### src/shared/input_map_pkg.sv
// Constants, codes and register map of the input function mapper.
// Function
// - Each terminal takes its selected function role.
// - Per-terminal polarity inverts sensed level when low.
// - Polarity code 00 active high, 01 low.
// - Code 00 active: run forward, else stop.
// - Code 01 active: run reverse, else stop.
// - Codes 02-05 give speed-select bits 0-3.
// - Code 06 active: jog run, else stop.
// - Code 07 active requests DC braking on deceleration.
// - Code 08 active selects second motor set.
// - Motor set changes only while stopped.
// - Code 09 active selects second-stage ramps.
// - Code 11 active turns output off, coasting.
package input_map_pkg;

    // Function codes held in the function-select registers.
    localparam logic [7:0] FN_FORWARD_RUN   = 8'h00;
    localparam logic [7:0] FN_REVERSE_RUN   = 8'h01;
    localparam logic [7:0] FN_SPEED_BIT0    = 8'h02;
    localparam logic [7:0] FN_SPEED_BIT3    = 8'h05;
    localparam logic [7:0] FN_JOG_RUN       = 8'h06;
    localparam logic [7:0] FN_DC_BRAKE      = 8'h07;
    localparam logic [7:0] FN_MOTOR2_SELECT = 8'h08;
    localparam logic [7:0] FN_SECOND_RAMP   = 8'h09;
    localparam logic [7:0] FN_COAST_STOP    = 8'h0b;

    // Polarity codes held in the polarity registers.
    localparam logic [1:0] POL_NORMALLY_OPEN   = 2'h0;
    localparam logic [1:0] POL_NORMALLY_CLOSED = 2'h1;

    // Byte offsets: function selects, polarities, then status.
    localparam logic [7:0] OFS_FUNC_BASE = 8'h00;
    localparam logic [7:0] OFS_POL_BASE  = 8'h20;
    localparam logic [7:0] OFS_STATUS    = 8'h40;
    localparam int         MAX_TERM      = 8;

    // Status field positions.
    localparam int ST_LEVEL_LSB  = 0;
    localparam int ST_ACTIVE_LSB = 8;
    localparam int ST_SPEED_LSB  = 16;
    localparam int ST_FWD_BIT    = 20;
    localparam int ST_REV_BIT    = 21;
    localparam int ST_JOG_BIT    = 22;
    localparam int ST_BRAKE_BIT  = 23;
    localparam int ST_MOTOR2_BIT = 24;
    localparam int ST_RAMP_BIT   = 25;
    localparam int ST_COAST_BIT  = 26;
    localparam int ST_RUN_BIT    = 27;

    // Reset values of the function selects, terminal 1 first.
    localparam logic [7:0] RST_FUNC [MAX_TERM] = '{
        8'h00, 8'h01, 8'h02, 8'h03, 8'h12, 8'h00, 8'h00, 8'h00
    };
    localparam logic [1:0] RST_POL = POL_NORMALLY_OPEN;

    // Bus answer sequencer, Gray coded.
    typedef enum logic [1:0] {
        BUS_IDLE   = 2'h0,
        BUS_ANSWER = 2'h1
    } bus_state_t;

endpackage

### src/hdl/pin_filter.sv
// Three-stage pin synchroniser with an agreement filter.
`timescale 1ns/10ps
module pin_filter
    import input_map_pkg::*;
#(
    parameter logic INIT = 1'b0
) (
    // Clock and reset.
    input  wire logic clk,
    input  wire logic srst,
    // Pin and its settled level.
    input  wire logic pin,
    output logic      level
);

    logic s1_r;
    logic s2_r;
    logic s3_r;

    // The first stage feeds only the second, so metastability stays put.
    always_ff @(posedge clk) begin
        if (srst) begin
            s1_r <= INIT;
            s2_r <= INIT;
            s3_r <= INIT;
        end else begin
            s1_r <= pin;
            s2_r <= s1_r;
            s3_r <= s2_r;
        end
    end

    // A change counts only once the two late stages agree.
    always_ff @(posedge clk) begin
        if (srst) begin
            level <= INIT;
        end else if (s2_r == s3_r) begin
            level <= s3_r;
        end
    end

    property p_agree;
        @(posedge clk) disable iff (srst)
        $changed(level) |-> $past(s2_r) == $past(s3_r);
    endproperty
    a_agree: assert property (p_agree)
        else $error("Level moved without stage agreement.");

endmodule

### src/hdl/input_function_mapper.sv
// Maps five logic input terminals onto drive functions.
`timescale 1ns/10ps
module input_function_mapper
    import input_map_pkg::*;
#(
    parameter int N_TERM = 5
) (
    // Clock and reset.
    input  wire logic        CLK,
    input  wire logic        SRST,
    // Avalon-MM register slave.
    input  wire logic [7:0]  AVS_ADDRESS,
    input  wire logic        AVS_READ,
    input  wire logic        AVS_WRITE,
    input  wire logic [31:0] AVS_WRITEDATA,
    input  wire logic [3:0]  AVS_BYTEENABLE,
    output logic [31:0]      AVS_READDATA,
    output logic             AVS_WAITREQUEST,
    // Terminal pins and motor feedback.
    input  wire logic [N_TERM-1:0] TERM_IN,
    input  wire logic        MOTOR_RUNNING,
    // Drive commands.
    output logic             RUN_STATE,
    output logic             FORWARD_RUN,
    output logic             REVERSE_RUN,
    output logic             JOG_RUN,
    output logic [3:0]       SPEED_SEL,
    output logic             DC_BRAKE_REQUEST,
    output logic             MOTOR2_SELECT,
    output logic             SECOND_RAMP_SELECT,
    output logic             COAST_STOP
);

    // The map has room for eight terminals only.
    if (N_TERM < 1 || N_TERM > MAX_TERM) begin : g_bad_count
        $error("N_TERM must lie between 1 and 8.");
    end

    logic [7:0]        func_r [N_TERM];
    logic [1:0]        pol_r  [N_TERM];
    logic [N_TERM-1:0] level;
    logic [N_TERM-1:0] act;
    bus_state_t        bus_r;
    bus_state_t        bus_nxt;
    logic              req;
    logic              wr_take;
    logic [5:0]        word;
    logic [31:0]       status;
    logic [31:0]       rd_nxt;
    logic              fwd_req;
    logic              rev_req;
    logic              jog_req;
    logic [3:0]        speed_nxt;
    logic              brake_req;
    logic              motor2_req;
    logic              ramp_req;
    logic              coast_req;
    logic              any_known;

    // Each pin is settled on its own before the polarity is applied.
    for (genvar t = 0; t < N_TERM; t++) begin : g_term
        pin_filter #(
            .INIT (1'b0)
        ) u_filter (
            .clk   (CLK),
            .srst  (SRST),
            .pin   (TERM_IN[t]),
            .level (level[t])
        );
        // A normally closed terminal counts as active when low.
        assign act[t] = (pol_r[t] == POL_NORMALLY_CLOSED) ?
                        ~level[t] : level[t];
    end

    // One wait cycle, then the answer; the request then must drop.
    assign req             = AVS_READ | AVS_WRITE;
    assign AVS_WAITREQUEST = req && (bus_r == BUS_IDLE);
    assign wr_take         = AVS_WRITE && (bus_r == BUS_ANSWER);
    assign word            = AVS_ADDRESS[7:2];

    // Bus sequencer next state.
    always_comb begin
        case (bus_r)
            BUS_IDLE:   bus_nxt = req ? BUS_ANSWER : BUS_IDLE;
            BUS_ANSWER: bus_nxt = BUS_IDLE;
            default:    bus_nxt = BUS_IDLE;
        endcase
    end

    // Bus sequencer state.
    always_ff @(posedge CLK) begin
        if (SRST) begin
            bus_r <= BUS_IDLE;
        end else begin
            bus_r <= bus_nxt;
        end
    end

    // Settings are written on byte lane zero only; other lanes are empty.
    always_ff @(posedge CLK) begin
        if (SRST) begin
            for (int i = 0; i < N_TERM; i++) begin
                func_r[i] <= RST_FUNC[i];
                pol_r[i]  <= RST_POL;
            end
        end else if (wr_take && AVS_BYTEENABLE[0]) begin
            for (int i = 0; i < N_TERM; i++) begin
                if (word == 6'(OFS_FUNC_BASE[7:2] + 6'(i))) begin
                    func_r[i] <= AVS_WRITEDATA[7:0];
                end
                if (word == 6'(OFS_POL_BASE[7:2] + 6'(i))) begin
                    pol_r[i] <= AVS_WRITEDATA[1:0];
                end
            end
        end
    end

    // Status gathers pins, active levels and the command outputs.
    always_comb begin
        status = 32'h0;
        status[ST_LEVEL_LSB  +: N_TERM] = level;
        status[ST_ACTIVE_LSB +: N_TERM] = act;
        status[ST_SPEED_LSB  +: 4]      = SPEED_SEL;
        status[ST_FWD_BIT]    = FORWARD_RUN;
        status[ST_REV_BIT]    = REVERSE_RUN;
        status[ST_JOG_BIT]    = JOG_RUN;
        status[ST_BRAKE_BIT]  = DC_BRAKE_REQUEST;
        status[ST_MOTOR2_BIT] = MOTOR2_SELECT;
        status[ST_RAMP_BIT]   = SECOND_RAMP_SELECT;
        status[ST_COAST_BIT]  = COAST_STOP;
        status[ST_RUN_BIT]    = RUN_STATE;
    end

    // Read mux; an unmapped word reads as zero.
    always_comb begin
        rd_nxt = 32'h0;
        if (word == OFS_STATUS[7:2]) begin
            rd_nxt = status;
        end
        for (int i = 0; i < N_TERM; i++) begin
            if (word == 6'(OFS_FUNC_BASE[7:2] + 6'(i))) begin
                rd_nxt = {24'h0, func_r[i]};
            end
            if (word == 6'(OFS_POL_BASE[7:2] + 6'(i))) begin
                rd_nxt = {30'h0, pol_r[i]};
            end
        end
    end

    // Read data is caught during the wait cycle and stands afterwards.
    always_ff @(posedge CLK) begin
        if (SRST) begin
            AVS_READDATA <= 32'h0;
        end else if (AVS_READ && bus_r == BUS_IDLE) begin
            AVS_READDATA <= rd_nxt;
        end
    end

    // Functions are gathered over all terminals; unknown codes fall out.
    always_comb begin
        fwd_req    = 1'b0;
        rev_req    = 1'b0;
        jog_req    = 1'b0;
        speed_nxt  = 4'h0;
        brake_req  = 1'b0;
        motor2_req = 1'b0;
        ramp_req   = 1'b0;
        coast_req  = 1'b0;
        any_known  = 1'b0;
        for (int i = 0; i < N_TERM; i++) begin
            if (act[i]) begin
                any_known = any_known || func_r[i] <= FN_SECOND_RAMP ||
                            func_r[i] == FN_COAST_STOP;
                case (func_r[i])
                    FN_FORWARD_RUN:   fwd_req    = 1'b1;
                    FN_REVERSE_RUN:   rev_req    = 1'b1;
                    FN_JOG_RUN:       jog_req    = 1'b1;
                    FN_DC_BRAKE:      brake_req  = 1'b1;
                    FN_MOTOR2_SELECT: motor2_req = 1'b1;
                    FN_SECOND_RAMP:   ramp_req   = 1'b1;
                    FN_COAST_STOP:    coast_req  = 1'b1;
                    default: begin
                        // Speed bits sit on four adjacent codes.
                        if (func_r[i] >= FN_SPEED_BIT0 &&
                            func_r[i] <= FN_SPEED_BIT3) begin
                            speed_nxt[2'(func_r[i] - FN_SPEED_BIT0)] =
                                1'b1;
                        end
                        // Any other code leaves the drive untouched.
                    end
                endcase
            end
        end
    end

    // Run commands: opposite directions together count as stop, and
    // jog only runs when neither direction is asked for.
    always_ff @(posedge CLK) begin
        if (SRST) begin
            FORWARD_RUN <= 1'b0;
            REVERSE_RUN <= 1'b0;
            JOG_RUN     <= 1'b0;
            RUN_STATE   <= 1'b0;
        end else begin
            FORWARD_RUN <= fwd_req && !rev_req;
            REVERSE_RUN <= rev_req && !fwd_req;
            JOG_RUN     <= jog_req && !fwd_req && !rev_req;
            RUN_STATE   <= (fwd_req ^ rev_req) ||
                           (jog_req && !fwd_req && !rev_req);
        end
    end

    // Level functions follow their terminals directly.
    always_ff @(posedge CLK) begin
        if (SRST) begin
            SPEED_SEL          <= 4'h0;
            DC_BRAKE_REQUEST   <= 1'b0;
            SECOND_RAMP_SELECT <= 1'b0;
            COAST_STOP         <= 1'b0;
        end else begin
            SPEED_SEL          <= speed_nxt;
            DC_BRAKE_REQUEST   <= brake_req;
            SECOND_RAMP_SELECT <= ramp_req;
            COAST_STOP         <= coast_req;
        end
    end

    // Swapping motor data mid-run would upset the ramp, so the set is
    // frozen until both the command and the motor have stopped.
    always_ff @(posedge CLK) begin
        if (SRST) begin
            MOTOR2_SELECT <= 1'b0;
        end else if (!RUN_STATE && !MOTOR_RUNNING) begin
            MOTOR2_SELECT <= motor2_req;
        end
    end

    // Checks below watch the design's own decode against its outputs.

    property p_cfg_write;
        @(posedge CLK) disable iff (SRST)
        (wr_take && AVS_BYTEENABLE[0] &&
         word == OFS_FUNC_BASE[7:2])
        |=> func_r[0] == $past(AVS_WRITEDATA[7:0]);
    endproperty
    a_cfg_write: assert property (p_cfg_write)
        else $error("Function select write did not land.");

    property p_polarity;
        @(posedge CLK) disable iff (SRST)
        (pol_r[0] == POL_NORMALLY_CLOSED && !level[0] &&
         func_r[0] == FN_COAST_STOP) |=> COAST_STOP;
    endproperty
    a_polarity: assert property (p_polarity)
        else $error("Normally closed low input not active.");

    property p_open_code;
        @(posedge CLK) disable iff (SRST)
        (pol_r[0] == POL_NORMALLY_OPEN) |-> act[0] == level[0];
    endproperty
    a_open_code: assert property (p_open_code)
        else $error("Normally open terminal inverted.");

    property p_forward;
        @(posedge CLK) disable iff (SRST)
        (fwd_req && !rev_req) |=> FORWARD_RUN && RUN_STATE;
    endproperty
    a_forward: assert property (p_forward)
        else $error("Forward request did not run forward.");

    property p_reverse;
        @(posedge CLK) disable iff (SRST)
        REVERSE_RUN |-> $past(rev_req) && !FORWARD_RUN;
    endproperty
    a_reverse: assert property (p_reverse)
        else $error("Reverse run without its request.");

    property p_speed;
        @(posedge CLK) disable iff (SRST)
        (act[0] && func_r[0] == FN_SPEED_BIT3) |=> SPEED_SEL[3];
    endproperty
    a_speed: assert property (p_speed)
        else $error("Speed bit three not set.");

    property p_jog;
        @(posedge CLK) disable iff (SRST)
        JOG_RUN |-> RUN_STATE && !FORWARD_RUN && !REVERSE_RUN;
    endproperty
    a_jog: assert property (p_jog)
        else $error("Jog run state inconsistent.");

    property p_stop;
        @(posedge CLK) disable iff (SRST)
        (!fwd_req && !rev_req && !jog_req) |=> !RUN_STATE;
    endproperty
    a_stop: assert property (p_stop)
        else $error("Drive ran with no run request.");

    property p_motor2_hold;
        @(posedge CLK) disable iff (SRST)
        ($past(RUN_STATE) || $past(MOTOR_RUNNING))
        |-> $stable(MOTOR2_SELECT);
    endproperty
    a_motor2_hold: assert property (p_motor2_hold)
        else $error("Motor set changed while running.");

    property p_motor2_take;
        @(posedge CLK) disable iff (SRST)
        (!RUN_STATE && !MOTOR_RUNNING) |=>
        MOTOR2_SELECT == $past(motor2_req);
    endproperty
    a_motor2_take: assert property (p_motor2_take)
        else $error("Motor set not taken while stopped.");

    property p_brake_ramp;
        @(posedge CLK) disable iff (SRST)
        DC_BRAKE_REQUEST == $past(brake_req) &&
        SECOND_RAMP_SELECT == $past(ramp_req);
    endproperty
    a_brake_ramp: assert property (p_brake_ramp)
        else $error("Brake or ramp select without request.");

    property p_coast;
        @(posedge CLK) disable iff (SRST)
        coast_req [*2] |-> COAST_STOP;
    endproperty
    a_coast: assert property (p_coast)
        else $error("Coast stop did not follow its request.");

    property p_no_effect;
        @(posedge CLK) disable iff (SRST)
        !any_known |=> !RUN_STATE && SPEED_SEL == 4'h0 && !COAST_STOP &&
        !DC_BRAKE_REQUEST && !SECOND_RAMP_SELECT;
    endproperty
    a_no_effect: assert property (p_no_effect)
        else $error("Undefined code had an effect.");

    property p_bus_answer;
        @(posedge CLK) disable iff (SRST)
        (req && bus_r == BUS_IDLE) |=> !AVS_WAITREQUEST;
    endproperty
    a_bus_answer: assert property (p_bus_answer)
        else $error("Bus answer later than one wait cycle.");

    // Main scenarios.
    c_forward: cover property (@(posedge CLK) disable iff (SRST)
        FORWARD_RUN);
    c_motor2: cover property (@(posedge CLK) disable iff (SRST)
        $rose(MOTOR2_SELECT));
    c_speed_all: cover property (@(posedge CLK) disable iff (SRST)
        SPEED_SEL == 4'hf);
    c_write: cover property (@(posedge CLK) disable iff (SRST)
        wr_take);

endmodule

### config.mk
export PLATFORM = sky130hd
export DESIGN_NAME = input_function_mapper
export DESIGN_NICKNAME = d
export VERILOG_FILES = /design/src/shared/input_map_pkg.sv /design/src/hdl/pin_filter.sv /design/src/hdl/input_function_mapper.sv
export SDC_FILE = /design/constraint.sdc
export NUM_CORES = 1
export LEC_CHECK = 0
export BUFFER_PORTS_ARGS = -buffer_cell sky130_fd_sc_hd__buf_4
export CORE_MARGIN = 2
export CORE_UTILIZATION = 50
export CTS_CLUSTER_DIAMETER = 60
export CTS_CLUSTER_SIZE = 40
export DETAILED_ROUTE_END_ITERATION = 8
export PLACE_DENSITY = 0.77
export SYNTH_ARGS = -nofsm -noshare
export SYNTH_HDL_FRONTEND = slang
export SYNTH_SLANG_ARGS = --single-unit
### constraint.sdc
create_clock -name CLK -period 2.4 [get_ports CLK]
set_clock_uncertainty 0.2 [all_clocks]
set_input_delay 0.24 -clock CLK [delete_from_list [all_inputs] [get_ports CLK]]
set_output_delay 0.24 -clock CLK [all_outputs]
set_load 0.1 [all_outputs]
==> results.py <==
metrics = {
    "outcome": {
        "status": "finished with violations",
        "violations": "setup timing",
    },
    "timing": {
        "worst_pin_slew_ps": 634,
        "fmax_mhz": 413,
        "hold_violations": 0,
        "report.final.slew_viol_count": 0,
        "fin_crit_sh": 1.01,
        "fin_tns_setup_ps": -20.8,
        "rsz0062_at_grt": "yes",
        "timing.final.crit_period_ps": 2420,
        "setup_viol": 1,
        "worst_slack_ps": -20.8,
        "timing.slew.headroom": 0.578,
    },
    "yosys": {
        "synth_async_sr_flop_share": 0,
        "syn_area_per_cell_sq_um": 10.2,
        "ys_ff_latch": 108,
        "synth_top_area_frac": 0.305,
        "ys_seq_area_frac": 0.542,
        "yosysUniqueCellTypes": 58,
        "synth_cells": 481,
        "synth_edf_count": 50,
        "syn_area_sq_um": 4910,
        "synth.largest_area_cell": "edfxtp_1",
        "synth_ff_type": "dfxtp_1",
        "ys_warn_count": 0,
        "synth_area_leaders": "edfxtp_1 31%, dfxtp_1 24%, nand2_1 3.8%, nor2b_1 3.3%, a21oi_1 3.0%",
    },
    "floorplanning": {
        "fp.dieH_microns": 103,
        "rows": 36,
        "io_pins": 99,
        "die_x_microns": 103,
        "coreArea_sq_um": 9640,
        "die-area_sq_um": 10600,
        "start_util": 0.510,
    },
    "setup_path": {
        "critPathCapture": "RUN_STATE$_SDFF_PP0_",
        "cp-end-kind": "register",
        "startpoint": "func_r[0][21]$_DFFE_PP_",
        "reg2reg_slack_ps": -20,
        "rr_worst_depth": 7,
        "r2r_end": "RUN_STATE$_SDFF_PP0_",
        "critPathRequiredTime_ps": 2460,
        "path_max_fanout": 3,
        "path_class": "register to register",
        "worst_ep_arrival_time_ps": 2480,
        "critPathLaunchType": "register",
        "worstReg2RegStart": "func_r[0][21]$_DFFE_PP_",
    },
    "cts": {
        "clockBufferDepth": 2,
        "clk_pin_slew_ps": 100,
        "clkLatencyLatePin_ps": 360,
        "cts_made_buffers": 9,
        "h-tree-depth": 3,
        "clock-sinks": 108,
        "ctsRootBufferMaster": "clkbuf_8",
        "cts_tree": "yes",
    },
    "drt": {
        "drt.antenna.violating_nets": 0,
        "drt_iter0_markers": 321,
        "drc": 0,
        "vias": 4179,
        "first_pass_iters": 5,
        "viasPerCell": 5.83,
        "wl_per_cell_microns": 18.3,
        "drt-total-wl_microns": 13100,
    },
    "global_routing": {
        "grt_pass1_vias": 3797,
        "grt_use_total": 0.245,
        "grt_pass1_wl_microns": 19500,
        "antenna_found_initial": 0,
        "grt_overflow_total": 0,
        "grt_start_max_net_pins": 61,
    },
    "placed_design": {
        "place_inst": 689,
        "port_buffers": 62,
        "place_area_sq_um": 5750,
        "place_congestion": 0.983,
        "dp_hpwl_microns": 9880,
    },
    "hold_path": {
        "min_path_type": "primary input to register",
    },
    "final_layout": {
        "drive_gt1_frac": 0.247,
        "final_net_count": 635,
        "finalNonFillerCells": 717,
        "area.growth.synth_to_final_pct": 23.6,
        "antennaDiodeCount": 0,
        "final_cell_mix": "104 x buf_4, 58 x dfxtp_1, 50 x nand2_1, 50 x edfxtp_1, 31 x nor2_1",
        "final_util": 0.630,
        "final_common_cell": "buf_4",
        "final_cell_area_sq_um": 6080,
    },
    "pwr": {
        "ir_drop_uv": 542,
        "power.density_nw_per_um2": 575,
        "leakagePower_nw": 2.24,
    },
    "flow_run": {
        "cap_violations": 0,
    },
}
layer usage:
metal | up-vias | global-route usage | part of all wire | routed length, microns
li1 | 1960 | - | - | -
met1 | 1970 | 0.327 | 0.41 | 5340
met2 | 216 | 0.406 | 0.48 | 6280
met3 | 33 | 0.0427 | 0.087 | 1140
met4 | 0 | 0.0830 | 0.029 | 378
met5 | - | 0 | 0 | 0
layout make-up:
| type | instances | area (sq um) |
|---|---|---|
| Fill cell | 814 | 3560 |
| Tap cell | 133 | 166 |
| Multi-Input combinational cell | 337 | 2140 |
| Inverter | 9 | 33.8 |
| Clock inverter | 5 | 51.3 |
| Clock buffer | 11 | 141 |
| Sequential cell | 108 | 2660 |
| Timing Repair Buffer | 114 | 881 |
kinds of logic after synthesis:
kind of cell / synth area share
adder cells (fa/ha/maj): 0.00509
XOR/XNOR: 0.0143
other: 0.000763
AND/OR/NAND/NOR: 0.238
multiplexers: 0.0229
flip-flops: 0.542
buffers and inverters: 0.0405
AO/OA/AOI/OAI: 0.137
sequential cells by signal (all words and copies together), names as in the netlist, 4 cells and up:
register               count
func_r                    40
g_term.u_filter.s3_r       5
AVS_READDATA              25
g_term.u_filter.s1_r       5
g_term.u_filter.level      5
g_term.u_filter.s2_r       5
pol_r                     10
SPEED_SEL                  4
report_power, final:
group | switching, W | internal (W)
logic | 0.000286 | 0.000136
clock network | 0.000606 | 0.000467
registers | 0.0000354 | 0.00197
total | 0.000927 | 0.00257
critical path, stage by stage, from the launching register on:
cell and delay, ps:
edfxtp_1 390, or4_4 570, or3_4 350, o22a_1 250, nand4_4 100, ha_4 200, or2_4 220, o41ai_2 50
worst min-delay path by stage:
stage | startpoint | endpoint | slack (ps) | depth (start not counted)
after floorplan | TERM_IN[0] | g_term[0].u_filter.s1_r$_SDFF_PP0_ | 170 | 1
final | SRST | AVS_READDATA[0]$_SDFFE_PP0P_ | 30 | 3
after global placement | g_term[0].u_filter.s1_r$_SDFF_PP0_ | g_term[0].u_filter.s2_r$_SDFF_PP0_ | 220 | 1
after detailed placement | g_term[2].u_filter.s1_r$_SDFF_PP0_ | g_term[2].u_filter.s2_r$_SDFF_PP0_ | 230 | 1
after global routing | SRST | AVS_READDATA[1]$_SDFFE_PP0P_ | 40 | 3
after CTS | SRST | AVS_READDATA[1]$_SDFFE_PP0P_ | 10 | 3
through the flow:
step | worst slack (ps) | total power [W] | hold WS (ps)
floorplan | 24.2 | 0.00232 | 168
global placement | -57.0 | 0.00244 | 218
detailed placement | -86.0 | 0.00244 | 229
CTS | -25.6 | 0.00351 | 12.9
global route | -72.4 | 0.00360 | 39.4
finish | -20.8 | 0.00350 | 26.3
synth_stat cells, types with 2 or more instances:
library cell	instances
nand3_1	27
ha_1	2
o22ai_1	5
nor2_1	31
a22o_1	2
and2b_1	2
inv_1	9
nand3b_1	4
or4_4	3
nor2b_1	26
clkbuf_1	19
a31oi_1	6
nor4b_1	2
o211ai_1	3
xnor2_1	8
buf_2	3
nor3b_1	4
a32o_1	2
nor3_1	14
o2bb2ai_1	2
o31ai_1	2
a221oi_1	9
a21oi_1	29
buf_4	8
buf_1	2
a22oi_1	6
and4b_1	3
a32oi_1	5
nor4_1	8
edfxtp_1	50
and2_1	10
and3_1	2
dfxtp_1	58
o32ai_1	2
nand2_1	50
a41oi_1	3
mux4_2	5
or3_1	4
o21ai_0	15
nand4_1	3
and4_1	2
nand2b_1	13
a311oi_1	3
timing repair:
action / in CTS / in global routing
cloned: 0 / 0
endpoints found under the setup margin: 1 / 2
hold endpoints to repair: 10 / 0
hold buffers: 10 / 0
buffers inserted: 1 / 1
pin swaps: 5 / 2
resized for setup: 2 / 2
Power figures use the tool's default switching activity.
